$ cat src/include/pic_params.svh
`ifndef PIC_PARAMS_SVH
`define PIC_PARAMS_SVH

// register byte addresses
`define PIC_ADDR_MODE_LO 32'hfffec000
`define PIC_ADDR_MODE_HI 32'hfffec004
`define PIC_ADDR_ENABLE 32'hfffec008
`define PIC_ADDR_LEVEL0 32'hfffec010
`define PIC_ADDR_LEVEL7 32'hfffec02c
`define PIC_ADDR_MASK 32'hfffec040
`define PIC_ADDR_CLEAR 32'hfffec060
`define PIC_ADDR_PENDING 32'hfffec080
`define PIC_ADDR_CURRENT 32'hfffec0a0

// field positions
`define PIC_ENABLE_BIT 0
`define PIC_CLR_EN_BIT 8
`define PIC_LVL_HI_LSB 8
`define PIC_CUR_IF_BIT 16
`define PIC_CUR_LVL_LSB 8

// reset values and fixed codes
`define PIC_VEC_IDLE 5'h1f
`define PIC_LVL_OFF 3'h0
`define PIC_CODE_TOP 1'b1
`define PIC_RSVD_SRC 16'h1800
`define PIC_NUM_SRC 16

`endif

$ cat src/include/pic_pkg.sv
package pic_pkg;
    // per-source detection mode, two bits each in the mode registers
    typedef enum logic [1:0] {
        PIC_DET_LOW = 2'b00,
        PIC_DET_HIGH = 2'b01,
        PIC_DET_RISE = 2'b10,
        PIC_DET_FALL = 2'b11
    } pic_detect_e;

    typedef logic [2:0] pic_level_t;

    // state of the source detector
    typedef struct packed {
        logic [15:0] sync1;
        logic [15:0] sync2;
        logic [15:0] prev;
        logic [15:0] edgeHit;
        logic [15:0] pending;
    } pic_det_s;

    // state of the controller
    typedef struct packed {
        logic [31:0] modeWord;
        logic enable;
        logic [15:0][2:0] levels;
        pic_level_t mask;
        logic [3:0] clrSel;
        pic_level_t curLevel;
        logic [4:0] curVector;
        logic active;
        logic [31:0] rdData;
    } pic_ctrl_s;
endpackage

$ cat src/pic_source_detect.sv
`timescale 1ns/1ps
`include "pic_params.svh"

module pic_source_detect #(
    parameter int NUM_SRC = 16
) (
    input wire logic clk, // system clock
    input wire logic rst_n, // async reset, active low
    input wire logic [NUM_SRC-1:0] srcLine, // raw request lines
    input wire logic [2*NUM_SRC-1:0] modeWord, // two mode bits per source
    input wire logic clrStrobe, // one-cycle edge clear
    input wire logic [3:0] clrSel, // source to clear
    output logic [NUM_SRC-1:0] pending // registered pending set
);
    import pic_pkg::*;

    pic_det_s st;
    pic_det_s next_st;

    // detection per source; lines come from pins so pass two flops first
    always_comb begin
        pic_detect_e mode;
        logic rise;
        logic fall;
        logic clr;
        mode = PIC_DET_LOW;
        rise = 1'b0;
        fall = 1'b0;
        clr = 1'b0;
        next_st = st;
        next_st.sync1 = 16'(srcLine);
        next_st.sync2 = st.sync1;
        next_st.prev = st.sync2;
        for (int i = 0; i < NUM_SRC; i++) begin
            mode = pic_detect_e'(modeWord[2*i +: 2]);
            rise = st.sync2[i] & ~st.prev[i];
            fall = ~st.sync2[i] & st.prev[i];
            clr = clrStrobe && (clrSel == 4'(i));
            unique case (mode)
                PIC_DET_LOW: begin
                    // no latch held for level sources, line alone decides
                    next_st.edgeHit[i] = 1'b0;
                    next_st.pending[i] = ~st.sync2[i];
                end
                PIC_DET_HIGH: begin
                    next_st.edgeHit[i] = 1'b0;
                    next_st.pending[i] = st.sync2[i];
                end
                PIC_DET_RISE: begin
                    // a new edge in the clear cycle survives
                    next_st.edgeHit[i] = (st.edgeHit[i] & ~clr) | rise;
                    next_st.pending[i] = next_st.edgeHit[i];
                end
                PIC_DET_FALL: begin
                    next_st.edgeHit[i] = (st.edgeHit[i] & ~clr) | fall;
                    next_st.pending[i] = next_st.edgeHit[i];
                end
            endcase
        end
    end

    // state register; low-level default means an idle high line is quiet
    always_ff @(posedge clk or negedge rst_n) begin
        if (!rst_n) begin
            // sync chain starts at the idle-high line level so that no false
            // edge or low-level request shows in the first cycles after reset
            st <= '0;
            st.sync1 <= '1;
            st.sync2 <= '1;
            st.prev <= '1;
        end else begin
            st <= next_st;
        end
    end

    assign pending = st.pending[NUM_SRC-1:0];
endmodule

$ cat src/pic_controller.sv
// Chosen here: strobed register access.
`timescale 1ns/1ps
`include "pic_params.svh"

// Contract
// - pending status shows every request, ignoring levels
// - flag bit 16 low when request, reset 1
// - current status bits 10:8 give delivered level
// - current status bits 4:0 give vector, reset 1f
// - eight on-chip plus six external sources
// - core code is one then source number
// - equal levels resolved by lowest vector
// - detect high, low, rising, falling; low default
// - clear write with enable drops edge latch
// - three-bit level, seven highest, zero disabled
// - below mask ignored, equal accepted, zero blocks
// - only strictly higher level preempts current one
// - current level set zero keeps vector
// - raised mask hides all lower requests
// - clear enable self clears, reads zero

module pic_controller #(
    parameter int NUM_SRC = `PIC_NUM_SRC
) (
    input wire logic clk, // 200 MHz system clock
    input wire logic rst_n, // async reset, active low
    input wire logic [31:0] regAddr, // register byte address
    input wire logic [31:0] regWrData, // write data
    input wire logic regWr, // write strobe
    input wire logic regRd, // read strobe
    output logic [31:0] regRdData, // read data, cycle after strobe
    input wire logic [NUM_SRC-1:0] srcLine, // request lines, pins and on-chip
    output logic coreReq, // interrupt request to core
    output pic_pkg::pic_level_t coreLevel, // delivered level
    output logic [5:0] coreCode // delivered cause code
);
    import pic_pkg::*;

    pic_ctrl_s st;
    pic_ctrl_s next_st;
    logic [NUM_SRC-1:0] rawPending;
    logic [NUM_SRC-1:0] pending;
    logic clrStrobe;
    logic [3:0] clrSelNow;

    // a level may be delivered only when enabled, nonzero and not masked
    function automatic logic eligible(input pic_level_t lvl, input pic_level_t msk,
                                      input logic en);
        eligible = en && (lvl != `PIC_LVL_OFF)
            && (msk != `PIC_LVL_OFF) && (lvl >= msk);
    endfunction

    // address hits a given register
    function automatic logic hit(input logic [31:0] a, input logic [31:0] b);
        hit = (a == b);
    endfunction

    // edge clear fires only when the same write carries the enable bit
    assign clrStrobe = regWr && hit(regAddr, `PIC_ADDR_CLEAR)
        && regWrData[`PIC_CLR_EN_BIT];
    assign clrSelNow = regWrData[3:0];

    pic_source_detect #(
        .NUM_SRC(NUM_SRC)
    ) u_detect (
        .clk(clk),
        .rst_n(rst_n),
        .srcLine(srcLine),
        .modeWord(st.modeWord[2*NUM_SRC-1:0]),
        .clrStrobe(clrStrobe),
        .clrSel(clrSelNow),
        .pending(rawPending)
    );

    // vectors 11 and 12 have no source behind them
    assign pending = rawPending & ~NUM_SRC'(`PIC_RSVD_SRC);

    // register writes, arbitration and read mux
    always_comb begin
        pic_level_t candLevel;
        logic [4:0] candVector;
        logic candValid;
        logic keep;
        logic [2:0] lvlIdx;
        candLevel = `PIC_LVL_OFF;
        candVector = `PIC_VEC_IDLE;
        candValid = 1'b0;
        keep = 1'b0;
        lvlIdx = 3'h0;
        next_st = st;

        // register writes
        if (regWr) begin
            if (hit(regAddr, `PIC_ADDR_MODE_LO)) begin
                next_st.modeWord[15:0] = regWrData[15:0];
            end
            if (hit(regAddr, `PIC_ADDR_MODE_HI)) begin
                next_st.modeWord[31:16] = regWrData[15:0];
            end
            if (hit(regAddr, `PIC_ADDR_ENABLE)) begin
                next_st.enable = regWrData[`PIC_ENABLE_BIT];
            end
            if (regAddr >= `PIC_ADDR_LEVEL0 && regAddr <= `PIC_ADDR_LEVEL7
                && regAddr[1:0] == 2'h0) begin
                // each level register holds an even and an odd source
                lvlIdx = 3'(regAddr[4:2] - 3'h4);
                next_st.levels[{lvlIdx, 1'b0}] = regWrData[2:0];
                next_st.levels[{lvlIdx, 1'b1}] =
                    regWrData[`PIC_LVL_HI_LSB +: 3];
            end
            if (hit(regAddr, `PIC_ADDR_MASK)) begin
                next_st.mask = regWrData[2:0];
            end
            if (hit(regAddr, `PIC_ADDR_CLEAR)) begin
                // only the source field is kept; enable bit is never stored
                next_st.clrSel = regWrData[3:0];
            end
        end

        // best candidate: strict compare keeps the lowest vector on ties
        for (int i = 0; i < NUM_SRC; i++) begin
            if (pending[i] && eligible(st.levels[i], st.mask, st.enable)
                && (!candValid || st.levels[i] > candLevel)) begin
                candValid = 1'b1;
                candLevel = st.levels[i];
                candVector = 5'(i);
            end
        end

        // current holds while enabled, its pending bit is set and its latched level passes
        // the mask; its programmed level is not looked at again
        keep = st.active && pending[st.curVector[3:0]]
            && eligible(st.curLevel, st.mask, st.enable);

        if (keep) begin
            if (candValid && candLevel > st.curLevel) begin
                next_st.curLevel = candLevel;
                next_st.curVector = candVector;
            end
        end else if (candValid) begin
            next_st.active = 1'b1;
            next_st.curLevel = candLevel;
            next_st.curVector = candVector;
        end else begin
            next_st.active = 1'b0;
            next_st.curLevel = `PIC_LVL_OFF;
            next_st.curVector = `PIC_VEC_IDLE;
        end

        // read data valid only in the cycle after the strobe
        next_st.rdData = 32'h0;
        if (regRd) begin
            if (hit(regAddr, `PIC_ADDR_PENDING)) begin
                next_st.rdData = {16'h0, 16'(pending)};
            end
            if (hit(regAddr, `PIC_ADDR_CURRENT)) begin
                next_st.rdData[`PIC_CUR_IF_BIT] = ~st.active;
                next_st.rdData[`PIC_CUR_LVL_LSB +: 3] = st.curLevel;
                next_st.rdData[4:0] = st.curVector;
            end
            if (hit(regAddr, `PIC_ADDR_MODE_LO)) begin
                next_st.rdData[15:0] = st.modeWord[15:0];
            end
            if (hit(regAddr, `PIC_ADDR_MODE_HI)) begin
                next_st.rdData[15:0] = st.modeWord[31:16];
            end
            if (hit(regAddr, `PIC_ADDR_ENABLE)) begin
                next_st.rdData[`PIC_ENABLE_BIT] = st.enable;
            end
            if (regAddr >= `PIC_ADDR_LEVEL0 && regAddr <= `PIC_ADDR_LEVEL7
                && regAddr[1:0] == 2'h0) begin
                lvlIdx = 3'(regAddr[4:2] - 3'h4);
                next_st.rdData[2:0] = st.levels[{lvlIdx, 1'b0}];
                next_st.rdData[`PIC_LVL_HI_LSB +: 3] = st.levels[{lvlIdx, 1'b1}];
            end
            if (hit(regAddr, `PIC_ADDR_MASK)) begin
                next_st.rdData[2:0] = st.mask;
            end
            if (hit(regAddr, `PIC_ADDR_CLEAR)) begin
                // enable bit position always reads zero
                next_st.rdData[3:0] = st.clrSel;
            end
        end
    end

    // one register for the whole state; idle vector 1f out of reset
    always_ff @(posedge clk or negedge rst_n) begin
        if (!rst_n) begin
            st <= '0;
            st.curVector <= `PIC_VEC_IDLE;
        end else begin
            st <= next_st;
        end
    end

    // all core-facing outputs straight from flops
    assign regRdData = st.rdData;
    assign coreReq = st.active;
    assign coreLevel = st.curLevel;
    assign coreCode = {`PIC_CODE_TOP, st.curVector};
endmodule

$ cat config.mk
export PLATFORM = sky130hd
export DESIGN_NAME = pic_controller
export DESIGN_NICKNAME = d
export VERILOG_FILES = /design/src/include/pic_pkg.sv /design/src/pic_source_detect.sv /design/src/pic_controller.sv
export VERILOG_INCLUDE_DIRS = /design/src /design/src/include
export SDC_FILE = /design/constraint.sdc
export NUM_CORES = 1
export LEC_CHECK = 0
export BUFFER_PORTS_ARGS = -buffer_cell sky130_fd_sc_hd__buf_2
export CORE_MARGIN = 4
export CORE_UTILIZATION = 26
export CTS_BUF_LIST = sky130_fd_sc_hd__clkbuf_16
export DETAILED_ROUTE_END_ITERATION = 10
export HOLD_SLACK_MARGIN = 0.03
export PLACE_DENSITY = 0.45
export SLEW_MARGIN = 20
export SYNTH_ARGS = -nofsm -noshare
export SYNTH_HDL_FRONTEND = slang
export SYNTH_SLANG_ARGS = --single-unit
$ cat constraint.sdc
create_clock -name clk -period 21.8 [get_ports clk]
set_input_delay 0 -clock clk [delete_from_list [all_inputs] [get_ports clk]]
set_output_delay 0 -clock clk [all_outputs]
set_load 0.005 [all_outputs]
Yosys cells after proc, flatten, opt, wreduce, memory -nomap -nowiden
Cells that the tools add are included.
{ "classes": {"add_sub_neg": 1, "magnitude_cmp": 36, "eq_ne": 71, "mux": 101, "bitwise_logic": 129, "n_reduce_logical": 179} }
{ "ops": {"columns": ["op", "count"], "rows": [
  ["32-bit equality test, second input constant", 7],
  ["1-bit logical AND", 97],
  ["48-bit bitwise mux", 2],
  ["5-bit two-way mux", 15],
  ["3-bit two-way mux", 22],
  ["2-bit equality test, second input constant", 32],
  ["1-bit one-hot mux with 4 select lines", 16],
  ["1-bit inverter", 49],
  ["1-bit AND", 48],
  ["16-bit two-way mux", 3],
  ["1-bit one-hot mux with 3 select lines", 16],
  ["3-bit nonzero test", 16],
  ["3-bit >= comparator", 15],
  ["3-bit greater-than comparator", 14],
  ["2-bit zero test", 17],
  ["2-bit by 1-bit equality test with 1-bit output, second input constant", 16],
  ["4-bit equality test, second input constant", 8],
  ["32-bit >= comparator, second input constant", 1],
  ["32-bit less-or-equal comparator, second input constant", 1],
  ["1-bit bitwise OR", 32],
  ["2-bit OR reduction", 16],
  ["3-bit binary-select mux with 3-bit select", 2],
  ["3-bit demux with 3-bit select", 2],
  ["1-bit two-way mux", 17],
  ["16 further kinds", 53]
]} }
{ "word_totals": {"ff_bits": 209, "inputBits": 84, "out_inout_bits": 42, "wordCells": 547} }

Logic depth before layout (Yosys ltp)
Gate-level depths: netlist of the first run.
{ "logic_depth": {"word_depth": 62, "mapped_depth": 124} }

Cells and area by module
From an unflattened synthesis of the first run, not the netlist that was laid out.
{ "unflattened": {"cells_unflattened": 1120, "area_unflattened_um2": 11927.7} }
{ "by_module_without_submodules": {"columns": ["module", "n_inst", "cells_per_inst", "area_per_inst_um2", "seq_area_each_um2"], "rows": [
  ["pic_controller", 1, 838, 8515.7, 2859.0],
  ["pic_source_detect", 1, 282, 3412.0, 2062.0]
]} }

Worst setup path after synthesis of the first run
OpenSTA, ideal clock, no wires.
{ "synth_timing": {"kind": "reg2reg", "startpoint": "register st[47] (netlist name)", "endpoint": "register st (netlist bit coreCode[3])", "arrival_ps": 20042, "required_time_ps": 21717, "path_slack_ps": 1674, "path_stages_with_launch": 117, "n_path_buf": 3, "cell_sequence": "dfrtp_1 > inv_1 > ha_1 > nand2_1 > o21a_1 > nor3b_1 > inv_1 > ha_1 > a211oi_1 > o211a_1 > o21ai_0 > and2_1 > ha_1 > nor2b_1 > o21a_1 > o21ai_1 > a311oi_1 > a31oi_1 > (+81 left out) > inv_1 > ha_1 > a21o_1 > a21oi_1 > a31oi_1 > nor2_1 > nor2_1 > mux2_2 > ha_1 > a21o_1 > a21oi_1 > a31oi_1 > nand2_1 > and2_1 > clkbuf_1 > nor3b_1 > nand3_1 > o32a_1"} }
{ "synth_between": {"elab_chain_len": 60, "word_cells_on_any_way": 161} }
{ "synth_lines": {"columns": ["element", "line", "text"], "rows": [
  ["from (decl)", "pic_controller.sv:39", "pic_ctrl_s st;"],
  ["from (signal assigned)", "pic_controller.sv:192", "st <= next_st;"],
  ["parallel branches: the longest is 60 deep, another holds 3-bit >= comparator", null, null]
]} }
Parallel ways; which one is timed is not known. The select of a mux whose other input is x is not followed.
A chain may end at the register's enable or synchronous reset.

Worst setup path in the final report of the first run
{ "layout_timing": {"startpoint": "register st[45] (netlist name)", "endpoint": "register st (netlist bit coreCode[3])"} }
The elaborated chain is that of the path after synthesis.

==> results_dict.tcl, run 1 <==
set metrics [dict create \
    status "completed" \
    syn_area_mm2 0.01106 \
    path_max_fanout 6 \
    dr.pass1.iters 5 \
    drive_gt1_share_pct 32.10 \
    grt_pass1_vias 8807 \
    cts_root_buffer "clkbuf_16" \
    drt_iter0_drc 584 \
    cts_tree "built" \
    syn_to_final_growth_pct 21.45 \
    grt_overflow_total 0 \
    syn_inst 1053 \
    leakage_nw 5.989 \
    num_rows 75 \
    drv_slew 0 \
    clk_path_buf_depth 2 \
    final_common_cell "dfrtp_1" \
    dp_hpwl_mm 24.95 \
    drc_errors 0 \
    io_buffers 91 \
    dieWidth_um 214.2 \
    setup_viol_count_final 0 \
    layout_min_cycle_time_ns 20.21 \
    synth.distinct_cells 71 \
    worst_slew_pin_slew_ns 0.9473 \
    hold_viol 0 \
    ys.flop_type "dfrtp_1" \
    clk_pin_slew_ns 0.08 \
    htreeDepth 4 \
    cp.required_ns 22.16 \
    cpMaxStageDelayCell "or3b_2" \
    power_density_mw_per_mm2 51.38 \
    hold_path_class "in2reg" \
    max-slew-margin-rel_pct 36.36 \
    clk_latency_ns 0.44 \
    gp_congestion 0.8060 \
    yosysSeqAreaShare_pct 42.18 \
    fmax_mhz 49.49 \
    critPathKind "reg2reg" \
    dieArea_mm2 0.04588 \
    antenna_found_initial 3 \
    layout_common_cells "132 x dfrtp_1, 90 x buf_2, 81 x ha_1, 80 x mux2_2, 71 x buf_4" \
    max_cap_violations 0 \
    layout.nets 1373 \
    layout.cells.non_filler 1761 \
    coreArea_mm2 0.04195 \
    yosys.area.top_type "dfrtp_1" \
    cts_sinks 184 \
    grt_max_degree 115 \
    synth_top_area_share_pct 31.01 \
    end_kind "flop" \
    finalClockSkew_ns 0.008329 \
    avgSynthCellArea_um2 10.50 \
    finalCritPeriodShare_pct 92.69 \
    grt_pass1_wl_mm 51.96 \
    grt_use_total_pct 14.27 \
    ioPinCount 126 \
    worst_ep_arrival_time_ns 20.57 \
    async_flop_share_pct 100.0 \
    place_inst 1683 \
    yosys-top-cells-area "dfrtp_1 31%, dfstp_2 11%, ha_1 9.2%" \
    hold_slack_ns 0.1105 \
    max-vdd-ir-drop_mv 0.05191 \
    synth_seq_cells 184 \
    cpPeakStageDelay_ns 0.50 \
    postRouteAntennaNets 0 \
    critPathLaunchType "flop" \
    numCtsBuffers 17 \
    drt-total-wl_mm 33.26 \
    synth_edf_count 0 \
    dieHeight_um 214.2 \
    cpMostUsedCell "ha_1" \
    wire_per_inst_um 18.88 \
    vias 8715 \
    synth_warnings 0 \
    vias_per_cell 4.949 \
    start_util_pct 26.36 \
]
-- stage by stage --
stage	instance area (um2)	utilization (%)	worst slack (ns)	TNS, ns	power [W]
after floorplan	11110	-	1.674	0	0.0003725
after global routing	13430	32.01	-0.1058	-0.1808	0.0007156
after global placement	12260	29.22	0.4671	0	0.0003912
final	13430	32.01	1.593	0	0.0006898
after CTS	13140	31.33	0.2617	0	0.0007002
after detailed placement	12260	29.22	0.4195	0	0.0003914
-- area by class of cell --
class	instances	area, um2
clock buffers	17	425.4
fillers	4304	28520
inverters	49	183.9
diodes	1	2.502
well taps	539	674.4
repair buffers	194	1318
multi-input cells	762	6015
flip-flops and latches	184	4669
clock inverters	15	138.9
-- path summary, 6_finish.rpt --
path                                                      from                              to  slack (ns)  cells past startpoint
worst max-delay path                        st[45]$_DFFE_PN0P_         coreCode[3]$_DFFE_PN1P_        1.59                    115
worst min-delay path                              regWrData[1]              st[79]$_DFFE_PN0P_        0.11                      2
worst max register to register              st[45]$_DFFE_PN0P_         coreCode[3]$_DFFE_PN1P_        1.59                    115
worst min register to register  u_detect.next_st[51]$_DFF_PN1_  u_detect.next_st[35]$_DFF_PN1_        0.35                      0
max in group asynchronous                                rst_n             st[127]$_DFFE_PN0P_       20.01                      3
min in group asynchronous                                rst_n  u_detect.pending[14]$_DFF_PN0_        0.24                      2
-- synthesized netlist by cell type, drive strengths merged (8+ instances only) --
library cell / number
mux2i: 9
buf: 49
ha: 81
a22oi: 8
nor3b: 12
o31a: 10
dfrtp: 137
nor2b: 23
nor2: 52
nand2: 71
o21a: 12
clkbuf: 23
a31oi: 22
mux4: 14
or3: 8
and2: 8
a222oi: 11
nand2b: 19
a211oi: 14
dfstp: 47
o21ai: 71
a21o: 13
a21oi: 44
xor2: 14
nand3: 15
mux2: 81
a21boi: 15
nor3: 14
o21bai: 16
inv: 49
-- kinds of logic (layout without fill, tap and decap cells) --
logic type / Yosys count / in the layout / share of synthesized area [%]
fa+ha+maj: 82 / 82 / 9.258
xor+xnor: 14 / 14 / 1.109
other cells: 2 / 17 / 0.06793
mux: 104 / 104 / 11.95
flops: 184 / 184 / 42.18
buf+inv: 121 / 275 / 5.602
compound gates: 288 / 288 / 17.97
simple gates: 258 / 258 / 11.86
-- state kept, by name, indices dropped and copies added, names as in the netlist --
signal,count
u_detect.pending,14
regRdData,17
u_detect.next_st,28
st,88
coreReq,1
u_detect.st,28
coreCode,5
coreLevel,3
-- routing by layer --
metal / track usage [%] / part of all wire [%] / vias to the layer above
li1: - / - / 4164
met1: 19.38 / 47 / 4369
met2: 24.36 / 49 / 152
met3: 1.870 / 2.8 / 28
met4: 3.242 / 1.4 / 2
met5: 0 / 0.039 / -
-- worst max-delay path, delay by kind of cell, from the launching register on --
kind | cells | cell delay, ns
AO/OA/AOI/OAI | 55 | 8.81
adder cells (fa/ha/maj) | 16 | 4.36
buffers and inverters | 10 | 0.88
flip-flops | 1 | 0.47
multiplexers | 2 | 0.68
AND/OR/NAND/NOR | 32 | 4.94
-- report_power, final --
| group | switching [W] | internal [W] |
|---|---|---|
| Combinational | 0.0000204 | 0.0000135 |
| Sequential | 0.00000517 | 0.000350 |
| Clock | 0.000150 | 0.000151 |
-- timing repair --
item | 4_1_cts | 5_1_grt
hold buffers | 32 | 0
resized for setup | 0 | 50
setup buffers | 0 | 13
hold endpoints to repair | 129 | 0
endpoints found under the setup margin | 0 | 8
No activity file was read; power rests on OpenSTA's default activity.
==> run 2, diff against run 1 <==
--- a/config.mk
+++ b/config.mk
@@ -7,6 +7,7 @@
 export NUM_CORES = 1
 export LEC_CHECK = 0
 export BUFFER_PORTS_ARGS = -buffer_cell sky130_fd_sc_hd__buf_2
+export CORE_ASPECT_RATIO = 1.25
 export CORE_MARGIN = 4
 export CORE_UTILIZATION = 26
 export CTS_BUF_LIST = sky130_fd_sc_hd__clkbuf_16
==> run 2 against run 1 <==
- clock power decreased by 3%
- core utilization decreased by 0.32 points
- cell area decreased by 0.76%
- clock skew increased by 0.0016 ns
- first-iteration DRC count decreased by 9.4%
- via count decreased by 1.3%
- total power decreased by 1.3%
- die area about the same
- worst setup slack got worse by 0.091 ns
- critical endpoint unchanged
==> results_dict.tcl, run 2 (synthesis results as in run 1) <==
set metrics [dict create \
    critPathKind "reg2reg" \
    htreeDepth 4 \
    io_buffers 91 \
    cpMaxStageDelayCell "dfrtp_2" \
    dr.pass1.iters 5 \
    hold_depth 2 \
    startpoint "st[45]$_DFFE_PN0P_" \
    cpPeakStageDelay_ns 0.48 \
    finalCritPeriodShare_pct 93.11 \
    vias 8604 \
    dieHeight_um 238.5 \
    drive_gt1_share_pct 30.67 \
    finalClockSkew_ns 0.009935 \
    hold_viol 0 \
    antennaDiodeCount 0 \
    dieArea_mm2 0.04590 \
    dp_hpwl_mm 25.64 \
    grt_pass1_wl_mm 51.66 \
    cts_sinks 184 \
    clk_pin_slew_ns 0.07 \
    postRouteAntennaNets 0 \
    critPathLaunchType "flop" \
    final_core_util_pct 31.69 \
    layout_min_cycle_time_ns 20.30 \
    ioPinCount 126 \
    final_common_cell "dfrtp_1" \
    regMostFlops "st" \
    coreArea_mm2 0.04204 \
    drt_iter0_drc 529 \
    grt_use_total_pct 14.74 \
    grt_overflow_total 0 \
    layout_common_cells "134 x dfrtp_1, 90 x buf_2, 81 x ha_1, 80 x mux2_2, 70 x nand2_1" \
    rr_worst_depth 119 \
    wire_per_inst_um 19.04 \
    clk_path_buf_depth 2 \
    place_inst 1701 \
    hp-start "regWrData[1]" \
    status "completed" \
    worst_ep_arrival_time_ns 20.67 \
    whs_endpoint "st[61]$_DFFE_PN0P_" \
    grt_pass1_vias 8725 \
    hold_path_class "in2reg" \
    clk_latency_ns 0.45 \
    cp.required_ns 22.17 \
    max-slew-margin-rel_pct 31.71 \
    cpMostUsedCell "ha_1" \
    cts_root_buffer "clkbuf_16" \
    vias_per_cell 4.856 \
    fmax_mhz 49.27 \
    path_max_fanout 7 \
    dieWidth_um 192.4 \
    drc_errors 0 \
    numCtsBuffers 17 \
    antenna_found_initial 1 \
    largest_reg_flops 88 \
    worst-r2r-setup-slack_ns 1.50 \
    leakage_nw 5.936 \
    start_util_pct 26.30 \
    layout.nets 1365 \
    drt-total-wl_mm 33.74 \
    grt_max_degree 107 \
    gp_congestion 0.7880 \
    r2r_end "coreCode[3]$_DFFE_PN1P_" \
    worst_slew_pin_slew_ns 1.017 \
    setup_viol_count_final 0 \
    layout.cells.non_filler 1772 \
    drv_slew 0 \
    max_cap_violations 0 \
    syn_to_final_growth_pct 20.52 \
    end_kind "flop" \
    power_density_mw_per_mm2 51.10 \
    max-vdd-ir-drop_mv 0.05381 \
    cts_tree "built" \
    r2r_start "st[45]$_DFFE_PN0P_" \
    num_rows 84 \
]
==> run 2: what timing repair did <==
| action | in CTS | in global routing |
|---|---|---|
| buffers inserted | 0 | 7 |
| endpoints found under the setup margin | 0 | 8 |
| hold endpoints to repair | 131 | 0 |
| hold buffers | 32 | 0 |
| gates resized for setup | 0 | 40 |
==> run 2: layer usage <==
layer	wire length, um	GRT usage (%)	vias to the layer above	part of all wire [%]
li1	-	-	4130	-
met1	14380	18.18	4261	43
met2	17530	26.35	168	52
met3	986	2.410	45	2.9
met4	830	4.367	0	2.5
met5	0	0	-	0
==> run 2: worst max path at each step <==
stage	slack (ns)	endpoint
after global routing	-0.1	coreCode[3]$_DFFE_PN1P_
after floorplan	1.67	coreCode[3]$_DFFE_PN1P_
after global placement	0.36	coreCode[3]$_DFFE_PN1P_
after detailed placement	0.39	coreCode[3]$_DFFE_PN1P_
after CTS	0.22	coreCode[3]$_DFFE_PN1P_
final	1.50	coreCode[3]$_DFFE_PN1P_
==> run 2: stage by stage <==
step | hold slack (ns) | instance area [um2] | power, W | worst slack, ns | TNS, ns
6_report | 0.09935 | 13320 | 0.0006808 | 1.503 | 0
5_1_grt | 0.07729 | 13320 | 0.0007099 | -0.09680 | -0.2137
4_1_cts | 0.06634 | 13130 | 0.0006918 | 0.2214 | 0
3_5_place_dp | 0.1062 | 12270 | 0.0003913 | 0.3894 | 0
3_3_place_gp | 0.1048 | 12270 | 0.0003909 | 0.3557 | 0
2_1_floorplan | -0.2956 | 11110 | 0.0003725 | 1.674 | 0
==> run 2: worst max-delay path: cells and delay by family (launching register included) <==
family	cells	cell delay (ns)
AO/OA/AOI/OAI	57	8.87
AND/OR/NAND/NOR	33	5.05
adder cells (fa/ha/maj)	16	4.45
buffers and inverters	12	1.10
flip-flops	1	0.48
multiplexers	1	0.31
==> run 2: power by group <==
part | switching [W] | internal [W] | leakage [nW]
Sequential | 0.00000512 | 0.000350 | 2.32
Clock | 0.000136 | 0.000156 | 0.268
Combinational | 0.0000204 | 0.0000136 | 3.34
Total | 0.000162 | 0.000519 | 5.94
==> run 2: layout make-up <==
| cell class | count | area (um2) |
|---|---|---|
| Fill cell | 4352 | 28720 |
| Multi-Input combinational cell | 762 | 5971 |
| Clock buffer | 17 | 425.4 |
| Tap cell | 559 | 699.4 |
| Clock inverter | 15 | 116.4 |
| Sequential cell | 184 | 4667 |
| Timing Repair Buffer | 186 | 1261 |
| Inverter | 49 | 183.9 |
